<file path="src/pkg/crpm_pkg.sv">
// Constants and types for the card reader and reset pin multiplexer
package crpm_pkg;
  // Clock and card clock rates
  localparam int unsigned CLK_HZ = 125_000_000;
  localparam int unsigned CARD_CLK_HI_HZ = 7_100_000;
  localparam int unsigned CARD_CLK_LO_HZ = 3_500_000;
  localparam logic [7:0] HI_HALF = 8'(CLK_HZ / (2 * CARD_CLK_HI_HZ));
  localparam logic [7:0] LO_HALF = 8'(CLK_HZ / (2 * CARD_CLK_LO_HZ));
  localparam int PIN_COUNT = 5;
  // Register byte offsets
  localparam logic [7:0] OFS_FUNC_SEL = 8'h00;
  localparam logic [7:0] OFS_CLK_CFG = 8'h04;
  localparam logic [7:0] OFS_CARD_CTRL = 8'h08;
  localparam logic [7:0] OFS_GPIO_OUT = 8'h0c;
  localparam logic [7:0] OFS_GPIO_OE = 8'h10;
  localparam logic [7:0] OFS_STATUS = 8'h14;
  localparam logic [7:0] OFS_RST_CFG = 8'h2c;
  // Writable bit masks
  localparam logic [31:0] MASK_FUNC_SEL = 32'h0000_03ff;
  localparam logic [31:0] MASK_CLK_CFG = 32'h0000_ff03;
  localparam logic [31:0] MASK_CARD_CTRL = 32'h0000_000f;
  localparam logic [31:0] MASK_GPIO = 32'h0000_001f;
  localparam logic [31:0] MASK_RST_CFG = 32'h0000_0002;
  // Reset values
  localparam logic [31:0] RST_FUNC_SEL = 32'h0000_0000;
  localparam logic [31:0] RST_CLK_CFG = 32'h0000_0000;
  localparam logic [31:0] RST_CARD_CTRL = 32'h0000_0004;
  localparam logic [31:0] RST_GPIO_OUT = 32'h0000_001f;
  localparam logic [31:0] RST_GPIO_OE = 32'h0000_0000;
  localparam logic [31:0] RST_RST_CFG = 32'h0000_0000;
  // Field positions
  localparam int RST_CFG_AND_BIT = 1;
  localparam int CTRL_CARD_RESET = 0;
  localparam int CTRL_POWER_EN = 1;
  localparam int CTRL_SERIAL_OUT = 2;
  localparam int CTRL_CLK_EN = 3;
  localparam int CLK_PROG_LSB = 8;
  localparam int STAT_PRESENT = 0;
  localparam int STAT_EVENT = 1;
  localparam int STAT_SERIAL_IN = 2;
  localparam int STAT_GPIO_LSB = 8;
  // Pin function per two-bit field
  typedef enum logic [1:0] {
    FN_FIRST = 2'b00,
    FN_SECOND = 2'b01,
    FN_THIRD = 2'b11,
    FN_NONE = 2'b10
  } crpm_func_t;
  // Card clock source
  typedef enum logic [1:0] {
    CS_LOW = 2'b00,
    CS_HIGH = 2'b01,
    CS_PROG = 2'b11,
    CS_SPARE = 2'b10
  } crpm_clksrc_t;
endpackage

</file>
<file path="src/crpm_top.sv">
// Shared pin multiplexer for platform resets, card reader and GPIO port 1
//
// Overview of operation
// - Reset pins A, B, D buffer bus reset
// - Reset C optionally ANDs external reset input
// - Card clock: high, low default, programmable rates
// - Presence low means inserted; raises power-on event
// - Active-low card power switch output
// - Serial data pin drives and receives
// - Card reset output on its pin
// - Third function maps pins to GPIO bits 4..0
// - Software registers choose each pin's function
// - Power pin carries main power-good output
//
// The Wishbone slave port and the address map were chosen for this implementation.
`timescale 1ns/100ps
`default_nettype none
module crpm_top
  import crpm_pkg::*;
(
  input wire logic sys_clk,
  input wire logic arst_n,
  input wire logic wb_cyc_i,
  input wire logic wb_stb_i,
  input wire logic wb_we_i,
  input wire logic [7:0] wb_adr_i,
  input wire logic [3:0] wb_sel_i,
  input wire logic [31:0] wb_dat_i,
  output logic [31:0] wb_dat_o,
  output logic wb_ack_o,
  input wire logic lpcResetN,
  input wire logic externalResetInN,
  input wire logic mainPowerGood,
  input wire logic [4:0] pinIn,
  output logic [4:0] pinOut,
  output logic [4:0] pinDriveN,
  output logic powerOnEvent,
  output logic cardSerialIn
);

  // Byte-lane merge of a write into a register
  function automatic logic [31:0] mergeBytes(input logic [31:0] old, input logic [31:0] data,
                                             input logic [3:0] sel, input logic [31:0] mask);
    logic [31:0] res;
    res = old;
    for (int b = 0; b < 4; b++) begin
      if (sel[b]) begin
        res[8*b +: 8] = data[8*b +: 8];
      end
    end
    return res & mask;
  endfunction

  logic [31:0] funcSel_r, funcSel_nxt;
  logic [31:0] clkCfg_r, clkCfg_nxt;
  logic [31:0] cardCtrl_r, cardCtrl_nxt;
  logic [31:0] gpioOut_r, gpioOut_nxt;
  logic [31:0] gpioOe_r, gpioOe_nxt;
  logic [31:0] rstCfg_r, rstCfg_nxt;
  logic [31:0] rdData_r, rdData_nxt;
  logic ack_r, ack_nxt;
  logic [7:0] clkCnt_r, clkCnt_nxt;
  logic cardClk_r, cardClk_nxt;
  logic presentPrev_r, presentPrev_nxt;
  logic eventSticky_r, eventSticky_nxt;
  logic powerOnEvent_r, powerOnEvent_nxt;
  logic serialIn_r, serialIn_nxt;
  logic [4:0] pinOut_r, pinOut_nxt;
  logic [4:0] pinDriveN_r, pinDriveN_nxt;
  logic wrStrobe, reqNew, cardPresent, insertEvent;
  logic platformResetOutAN, platformResetOutBN, platformResetOutCN, platformResetOutDN;
  logic cardResetOut, cardPowerSwitchN, cardSerialOut;
  logic [4:0] firstLvl, secondLvl, thirdLvl, level;
  logic [7:0] halfCnt;
  logic [4:0] gpioInPort;

  // Function chosen for one pin
  function automatic crpm_func_t funcOf(input logic [31:0] sel, input int pin);
    return crpm_func_t'(sel[2*pin +: 2]);
  endfunction

  // Bus handshake: answer one cycle after request, write at ack edge
  assign reqNew = wb_cyc_i && wb_stb_i && !ack_r;
  assign wrStrobe = wb_cyc_i && wb_stb_i && wb_we_i && ack_r;

  // Next register values from bus writes
  always_comb begin
    funcSel_nxt = funcSel_r;
    clkCfg_nxt = clkCfg_r;
    cardCtrl_nxt = cardCtrl_r;
    gpioOut_nxt = gpioOut_r;
    gpioOe_nxt = gpioOe_r;
    rstCfg_nxt = rstCfg_r;
    if (wrStrobe) begin
      if (wb_adr_i == OFS_FUNC_SEL) begin
        funcSel_nxt = mergeBytes(funcSel_r, wb_dat_i, wb_sel_i, MASK_FUNC_SEL);
      end else if (wb_adr_i == OFS_CLK_CFG) begin
        clkCfg_nxt = mergeBytes(clkCfg_r, wb_dat_i, wb_sel_i, MASK_CLK_CFG);
      end else if (wb_adr_i == OFS_CARD_CTRL) begin
        cardCtrl_nxt = mergeBytes(cardCtrl_r, wb_dat_i, wb_sel_i, MASK_CARD_CTRL);
      end else if (wb_adr_i == OFS_GPIO_OUT) begin
        gpioOut_nxt = mergeBytes(gpioOut_r, wb_dat_i, wb_sel_i, MASK_GPIO);
      end else if (wb_adr_i == OFS_GPIO_OE) begin
        gpioOe_nxt = mergeBytes(gpioOe_r, wb_dat_i, wb_sel_i, MASK_GPIO);
      end else if (wb_adr_i == OFS_RST_CFG) begin
        rstCfg_nxt = mergeBytes(rstCfg_r, wb_dat_i, wb_sel_i, MASK_RST_CFG);
      end
    end
  end

  // Read data and acknowledge, unmapped reads return zero
  always_comb begin
    ack_nxt = reqNew;
    rdData_nxt = rdData_r;
    if (reqNew) begin
      rdData_nxt = 32'h0000_0000;
      if (wb_adr_i == OFS_FUNC_SEL) begin
        rdData_nxt = funcSel_r;
      end else if (wb_adr_i == OFS_CLK_CFG) begin
        rdData_nxt = clkCfg_r;
      end else if (wb_adr_i == OFS_CARD_CTRL) begin
        rdData_nxt = cardCtrl_r;
      end else if (wb_adr_i == OFS_GPIO_OUT) begin
        rdData_nxt = gpioOut_r;
      end else if (wb_adr_i == OFS_GPIO_OE) begin
        rdData_nxt = gpioOe_r;
      end else if (wb_adr_i == OFS_STATUS) begin
        rdData_nxt[STAT_PRESENT] = presentPrev_r;
        rdData_nxt[STAT_EVENT] = eventSticky_r;
        rdData_nxt[STAT_SERIAL_IN] = serialIn_r;
        rdData_nxt[STAT_GPIO_LSB +: 5] = gpioInPort;
      end else if (wb_adr_i == OFS_RST_CFG) begin
        rdData_nxt = rstCfg_r;
      end
    end
  end

  // Register file and bus state
  always_ff @(posedge sys_clk or negedge arst_n) begin
    if (!arst_n) begin
      funcSel_r <= RST_FUNC_SEL;
      clkCfg_r <= RST_CLK_CFG;
      cardCtrl_r <= RST_CARD_CTRL;
      gpioOut_r <= RST_GPIO_OUT;
      gpioOe_r <= RST_GPIO_OE;
      rstCfg_r <= RST_RST_CFG;
      rdData_r <= 32'h0000_0000;
      ack_r <= 1'b0;
    end else begin
      funcSel_r <= funcSel_nxt;
      clkCfg_r <= clkCfg_nxt;
      cardCtrl_r <= cardCtrl_nxt;
      gpioOut_r <= gpioOut_nxt;
      gpioOe_r <= gpioOe_nxt;
      rstCfg_r <= rstCfg_nxt;
      rdData_r <= rdData_nxt;
      ack_r <= ack_nxt;
    end
  end

  // Card clock divider, half period chosen by source
  always_comb begin
    case (crpm_clksrc_t'(clkCfg_r[1:0]))
      CS_HIGH: halfCnt = HI_HALF;
      CS_PROG: halfCnt = (clkCfg_r[CLK_PROG_LSB +: 8] == 8'h00) ? 8'h01
                         : clkCfg_r[CLK_PROG_LSB +: 8];
      default: halfCnt = LO_HALF;
    endcase
    clkCnt_nxt = 8'h00;
    cardClk_nxt = 1'b0;
    if (cardCtrl_r[CTRL_CLK_EN]) begin
      if (clkCnt_r >= halfCnt - 8'h01) begin
        cardClk_nxt = !cardClk_r;
      end else begin
        clkCnt_nxt = clkCnt_r + 8'h01;
        cardClk_nxt = cardClk_r;
      end
    end
  end

  always_ff @(posedge sys_clk or negedge arst_n) begin
    if (!arst_n) begin
      clkCnt_r <= 8'h00;
      cardClk_r <= 1'b0;
    end else begin
      clkCnt_r <= clkCnt_nxt;
      cardClk_r <= cardClk_nxt;
    end
  end

  // Per-function pin levels
  assign platformResetOutAN = lpcResetN;
  assign platformResetOutBN = lpcResetN;
  assign platformResetOutDN = lpcResetN;
  assign platformResetOutCN = rstCfg_r[RST_CFG_AND_BIT] ? (lpcResetN & externalResetInN)
                              : lpcResetN;
  assign cardResetOut = cardCtrl_r[CTRL_CARD_RESET];
  assign cardPowerSwitchN = !cardCtrl_r[CTRL_POWER_EN];
  assign cardSerialOut = cardCtrl_r[CTRL_SERIAL_OUT];
  assign firstLvl = {platformResetOutDN, platformResetOutCN, platformResetOutBN,
                     mainPowerGood, platformResetOutAN};
  assign secondLvl = {1'b1, cardClk_r, cardSerialOut, cardPowerSwitchN, cardResetOut};

  // Pin mux, one lane per pin with its GPIO bit in reverse order
  for (genvar i = 0; i < PIN_COUNT; i++) begin : g_pin
    assign thirdLvl[i] = gpioOe_r[PIN_COUNT-1-i] ? gpioOut_r[PIN_COUNT-1-i] : 1'b1;
    assign gpioInPort[PIN_COUNT-1-i] = pinIn[i];
    always_comb begin
      case (funcOf(funcSel_r, i))
        FN_FIRST: level[i] = firstLvl[i];
        FN_SECOND: level[i] = secondLvl[i];
        FN_THIRD: level[i] = thirdLvl[i];
        default: level[i] = 1'b1;
      endcase
    end
  end

  // Open-drain: drive only a low level, release a high one
  assign cardPresent = (funcOf(funcSel_r, 4) == FN_SECOND) && !pinIn[4];
  assign insertEvent = cardPresent && !presentPrev_r;

  always_comb begin
    pinOut_nxt = level;
    pinDriveN_nxt = level;
    presentPrev_nxt = cardPresent;
    powerOnEvent_nxt = insertEvent;
    serialIn_nxt = pinIn[2];
    eventSticky_nxt = eventSticky_r;
    if (wrStrobe && wb_adr_i == OFS_STATUS && wb_sel_i[0] && wb_dat_i[STAT_EVENT]) begin
      eventSticky_nxt = 1'b0;
    end
    if (insertEvent) begin
      eventSticky_nxt = 1'b1;
    end
  end

  always_ff @(posedge sys_clk or negedge arst_n) begin
    if (!arst_n) begin
      pinOut_r <= 5'h1f;
      pinDriveN_r <= 5'h1f;
      presentPrev_r <= 1'b0;
      powerOnEvent_r <= 1'b0;
      serialIn_r <= 1'b1;
      eventSticky_r <= 1'b0;
    end else begin
      pinOut_r <= pinOut_nxt;
      pinDriveN_r <= pinDriveN_nxt;
      presentPrev_r <= presentPrev_nxt;
      powerOnEvent_r <= powerOnEvent_nxt;
      serialIn_r <= serialIn_nxt;
      eventSticky_r <= eventSticky_nxt;
    end
  end

  // Outputs straight from flip-flops
  assign wb_dat_o = rdData_r;
  assign wb_ack_o = ack_r;
  assign pinOut = pinOut_r;
  assign pinDriveN = pinDriveN_r;
  assign powerOnEvent = powerOnEvent_r;
  assign cardSerialIn = serialIn_r;
endmodule // crpm_top
`default_nettype wire

</file>
<file path="config.mk">
export PLATFORM = sky130hd
export DESIGN_NAME = crpm_top
export DESIGN_NICKNAME = d
export VERILOG_FILES = /design/src/pkg/crpm_pkg.sv /design/src/crpm_top.sv
export SDC_FILE = /design/constraint.sdc
export NUM_CORES = 1
export LEC_CHECK = 0
export BUFFER_PORTS_ARGS = -buffer_cell sky130_fd_sc_hd__buf_4
export CORE_MARGIN = 1.5
export CORE_UTILIZATION = 47
export DETAILED_ROUTE_END_ITERATION = 6
export PLACE_DENSITY = 0.73
export SETUP_SLACK_MARGIN = 0.3
export SYNTH_ARGS = -nofsm -noshare
export SYNTH_HDL_FRONTEND = slang
export SYNTH_SLANG_ARGS = --single-unit
export TNS_END_PERCENT = 10
</file>
<file path="constraint.sdc">
create_clock -name sys_clk -period 3.1 [get_ports sys_clk]
set_input_delay 0.31 -clock sys_clk [delete_from_list [all_inputs] [get_ports sys_clk]]
set_output_delay 0.31 -clock sys_clk [all_outputs]
set_load 0.02 [all_outputs]
</file>
# After elaboration in Yosys (flattened, before gate mapping)
# Cells that the tools add are included.
[op_classes]
div = 0
n_shift = 0
multipliers = 0
mux = 29
n_lt_le_gt_ge = 1
n_reduce_logical = 30
n_addsub = 2
n_bitwise = 6
eq_ne = 19
[ops]
columns = ["operator", "n"]
rows = [
  ["$mux W32", 5],
  ["$mux W8", 3],
  ["$mux W19", 1],
  ["$eq A8 B4 Y1 const B", 2],
  ["$eq A8 B5 Y1 const B", 2],
  ["$logic_not A8 Y1", 2],
  ["$pmux W8 S2", 1],
  ["$eq A2 B1 Y1 const B", 6],
  ["$eq A2 B2 Y1 const B", 6],
  ["$pmux W1 S3", 4],
  ["$logic_not A2 Y1", 5],
  ["$mux W1", 10],
  ["$mux W5", 2],
  ["$logic_and A1 B1 Y1", 9],
  ["$add A8 B1 Y8 const B", 1],
  ["$eq A8 B3 Y1 const B", 1],
  ["$eq A8 B6 Y1 const B", 1],
  ["$ge A8 B8 Y1", 1],
  ["$reduce_and A4 Y1", 2],
  ["$reduce_and A8 Y1", 1],
  ["$sub A8 B1 Y8 const B", 1],
  ["$reduce_and A7 Y1", 1],
  ["$reduce_and A3 Y1", 2],
  ["$reduce_and A6 Y1", 1],
  ["other kinds (9)", 17],
]
[word_totals]
ff_bits = 86
latch_bits = 0
rom_bits = 0
wordCells = 104
mem_bits_rw = 0
input_bits = 57
n_memories = 0

# Depth between registers and ports, before layout
[logic_depth]
ltp_word = 8
ltp_mapped = 12
ltp_nobuf = 12

# Worst setup path after synthesis
# No wires, ideal clock.
[synth_path]
path_kind = "register -> register"
start = "register clkCfg_r[11]"
end = "register clkCnt_r[2]"
path_buffers = 0
arrival_ns = 2.659
t_required_ns = 2.960
path_stages_with_launch = 13
setup_slack_ns = 0.301
cell_sequence = "dfrtp_1 > nor3_1 > a31oi_1 > o21a_1 > ha_1 > nand3b_1 > xnor2_1 > nand3_1 > ha_1 > and4_1 > o21ai_0 > o211ai_1 > nor2_1"
[synth_via]
elab_chain_cells = 7
[synth_rtl]
columns = ["item", "line", "rtl"]
rows = [
  ["start, declared", "crpm_top.sv:55", "logic [31:0] clkCfg_r, clkCfg_nxt;"],
  ["start signal, assigned", "crpm_top.sv:151", "clkCfg_r <= clkCfg_nxt;"],
  ["$logic_not A8 Y1", "crpm_top.sv:165", "CS_PROG: halfCnt = (clkCfg_r[CLK_PROG_LSB +: 8] == 8'h00) ? 8'h01"],
  ["$mux W8 *", "crpm_top.sv:165", ""],
  ["$pmux W8 S2 *", "crpm_top.sv:163", "case (crpm_clksrc_t'(clkCfg_r[1:0]))"],
  ["$sub A8 B1 Y8 *", "crpm_top.sv:172", "if (clkCnt_r >= halfCnt - 8'h01) begin"],
  ["$ge A8 B8 Y1 *", "crpm_top.sv:172", ""],
  ["$mux W8 *", "crpm_top.sv:172", ""],
  ["$mux W8 *", "crpm_top.sv:171", "if (cardCtrl_r[CTRL_CLK_EN]) begin"],
  ["net clkCnt_nxt[2]", "crpm_top.sv:62", "logic [7:0] clkCnt_r, clkCnt_nxt;"],
  ["end signal, assigned", "crpm_top.sv:186", "clkCnt_r <= clkCnt_nxt;"],
  ["end, declared", "crpm_top.sv:62", ""],
]
# Mark *: on every way through the listed nets, which the timed path passes. The rest lies on a longest branch.
# A chain may end at the register's enable or synchronous reset.

# Final worst setup path
[layout_path]
start = "register clkCfg_r[14]"
end = "register clkCnt_r[0]"
# Same word-level chain as after synthesis.

==> out/qor.txt <==
status: finished, final reports clean
Critical Path Start Type: flop
P&R area growth vs syn: 20.8%
Util after Layout: 0.586
main flop type after synthesis: dfrtp_1
FFs w/ async S/R, synth: 1.00
Root Buffer: clkbuf_8
Worst-path clk slew: 0.07 ns
setup TNS: 0 ns
Post-layout nets: 478
die height: 92.0 um
Worst VDD drop: 0.247 mV
Row Count: 32
maximum fanout along the worst path: 8
Final Hold Viols: 0
FMAX: 0.378 GHz
CP top delay family: simple AND/OR/NAND/NOR gates
max-slew violations: 0
commonest non-fill, non-tap cells in the layout: 75 x buf_4, 56 x dfrtp_1, 25 x mux2_2
crit-path max cell delay: 0.45 ns
met1 usage: 0.285
Pwr Total: 1.85 mW
worst setup margin: 0.453 ns
LEAKAGE: 2.18 nW
Starting Density: 0.485
GP Congestion: 0.844
area of placed instances: 4230 um^2
TritonCTS Buffers: 9
antenna violations before repair: 0
largest area contributor in the netlist: dfrtp_1
sequential area share after synthesis: 0.474
layout cells sized above 1: 0.337
DRC: 0
Final Skew: 0.00836 ns
max_cap viols: 0
busiest layer in global routing: met2
HPWL after detailed placement: 5960 um
top cells by area, synth: dfrtp_1 39%, dfstp_2 8.5%, mux2_2 7.6%
P per Cell Area: 412 nW/um^2
met2 usage: 0.307
core box area: 7690 um^2
slew margin rel.: 0.424
first-iteration detailed-routing DRC count: 168
area of the multi-input gates: 1790 um^2
RSZ-0062 raised after global routing: true
Antenna Cells: 0
die width: 92.0 um
Max H-tree Level: 3
crit-path cells: nor3_4 > a31oi_1 > o21a_1 > ha_2 > nand3b_1 > xnor2_1 > nand3_1 > ha_4 > and4_1 > o21ai_0 > o211ai_1 > buf_4 > nor2_1
I/O pin cnt: 102
Clk Latency, worst-skew pair: 0.34 ns
Cells after DPL: 494
register area: 1770 um^2
Placement Setup Slack: -0.0175 ns
Crit-path slowest cell: dfrtp_2
total congestion overflow: 0
Port Buffer Count: 67
Critical Path AT: 2.87 ns
WL per Instance: 16.1 um
Finished Layout Cells: 515
Synth Cell Area: 3730 um^2
Seq cells post-synth: 70
CTS max path bufs: 2
Post-synth EDFFs: 0
Tightest Pin Transition: 0.864 ns
Total Routing Usage GR: 0.205
fillers: 662
Tmin final: 2.65 ns
DRT Wirelength: 8320 um
Setup CP Type: reg -> reg
largest net degree at the start of global routing: 71
Synth Warn #: 0
Final setup viols: 0
CP required: 3.32 ns
final period utilization: 0.854
crit end category: flop
post-synth top area share: 0.390
vias per inst: 5.49
CP Buf/Inv Count: 1
Hold Slack: 0.0723 ns
Die Footprint: 8470 um^2
GRT met3 Usage: 0.0506
commonest non-fill, non-tap cell in the layout: buf_4
Final ANT Viol Nets: 0
global-route wire length before repair: 13,500 um
Distinct cells, synth: 59
Pre-antenna DRT Iters: 5
worst hold path class: in -> async
post-synthesis cell count: 339
clk sinks: 70
CTS tree: built
routed vias: 2,828
vias in the first global route: 2,707
Design Area, Final: 4500 um^2
Syn Area/Cell: 11.0 um^2
==> cells by family (layout without fill, tap and decap cells) <==
group,after synthesis,after routing,synth area share
AO/OA/AOI/OAI,60,60,0.114
multiplexers,43,43,0.127
flip-flops,70,70,0.474
AND/OR/NAND/NOR,97,97,0.148
buffers and inverters,45,104,0.0685
adder cells (fa/ha/maj),13,13,0.0437
XOR/XNOR,10,10,0.0235
other,1,16,0.00101
==> cell usage after synthesis, types with 9 or more instances <==
master / number
dfrtp_1: 58
nand2_1: 17
mux2_2: 25
mux2_1: 10
nand3_1: 13
buf_4: 22
dfstp_2: 12
inv_1: 13
o21ai_0: 14
nor2_1: 21
a22o_1: 9
ha_1: 13
==> worst register-to-register path, delay by kind of cell (launching register included) <==
family	cells	cell delay [ns]
AND/OR/NAND/NOR	5	0.69
XOR/XNOR	1	0.12
buffers and inverters	1	0.18
AO/OA/AOI/OAI	4	0.58
flip-flops	1	0.45
adder cells (fa/ha/maj)	2	0.52
==> state kept, by name, indices dropped and copies added (netlist names) <==
| signal | cells |
|---|---|
| cardClk_r | 1 |
| cardCtrl_r | 4 |
| cardSerialIn | 1 |
| clkCfg_r | 10 |
| clkCnt_r | 8 |
| eventSticky_r | 1 |
| funcSel_r | 10 |
| gpioOe_r | 5 |
| gpioOut_r | 5 |
| pinDriveN | 5 |
| powerOnEvent | 1 |
| presentPrev_r | 1 |
| rstCfg_r | 1 |
| wb_ack_o | 1 |
| wb_dat_o | 16 |
==> routing by layer <==
layer | wire (um) | vias to the layer above
li1 | - | 1327
met1 | 3740 | 1386
met2 | 3920 | 102
met3 | 493 | 13
met4 | 164 | 0
met5 | 0 | -
==> worst paths after layout <==
check                               from      endpoint  slack (ns)  cells after the start
setup / recovery            clkCfg_r[14]   clkCnt_r[0]        0.45                     13
hold / removal                    arst_n   wb_dat_o[7]        0.07                      1
setup reg to reg            clkCfg_r[14]   clkCnt_r[0]        0.45                     13
hold reg to reg            presentPrev_r  powerOnEvent        0.45                      1
max in group asynchronous         arst_n  clkCfg_r[14]        2.39                      1
min in group sys_clk            pinIn[2]  cardSerialIn        0.09                      1
==> final cells by class <==
cell class	count	share of cell area
Clock buffer	13	0.0353
Clock inverter	3	0.00945
Inverter	13	0.0108
Multi-Input combinational cell	239	0.398
Sequential cell	70	0.393
Tap cell	102	0.0283
Timing Repair Buffer	75	0.125
==> power breakdown <==
group / internal [mW] / total [mW] / switching [mW]
Combinational: 0.0645 / 0.168 / 0.103
Clock: 0.415 / 0.752 / 0.336
Sequential: 0.926 / 0.933 / 0.00653
Total: 1.41 / 1.85 / 0.447
==> repair_timing <==
item / CTS / global route
hold buffers: 0 / 0
pin swaps: 1 / 2
setup endpoints to repair: 9 / 9
buffers inserted: 1 / 4
gates resized for setup: 1 / 7
No activity file was read; power rests on OpenSTA's default activity.
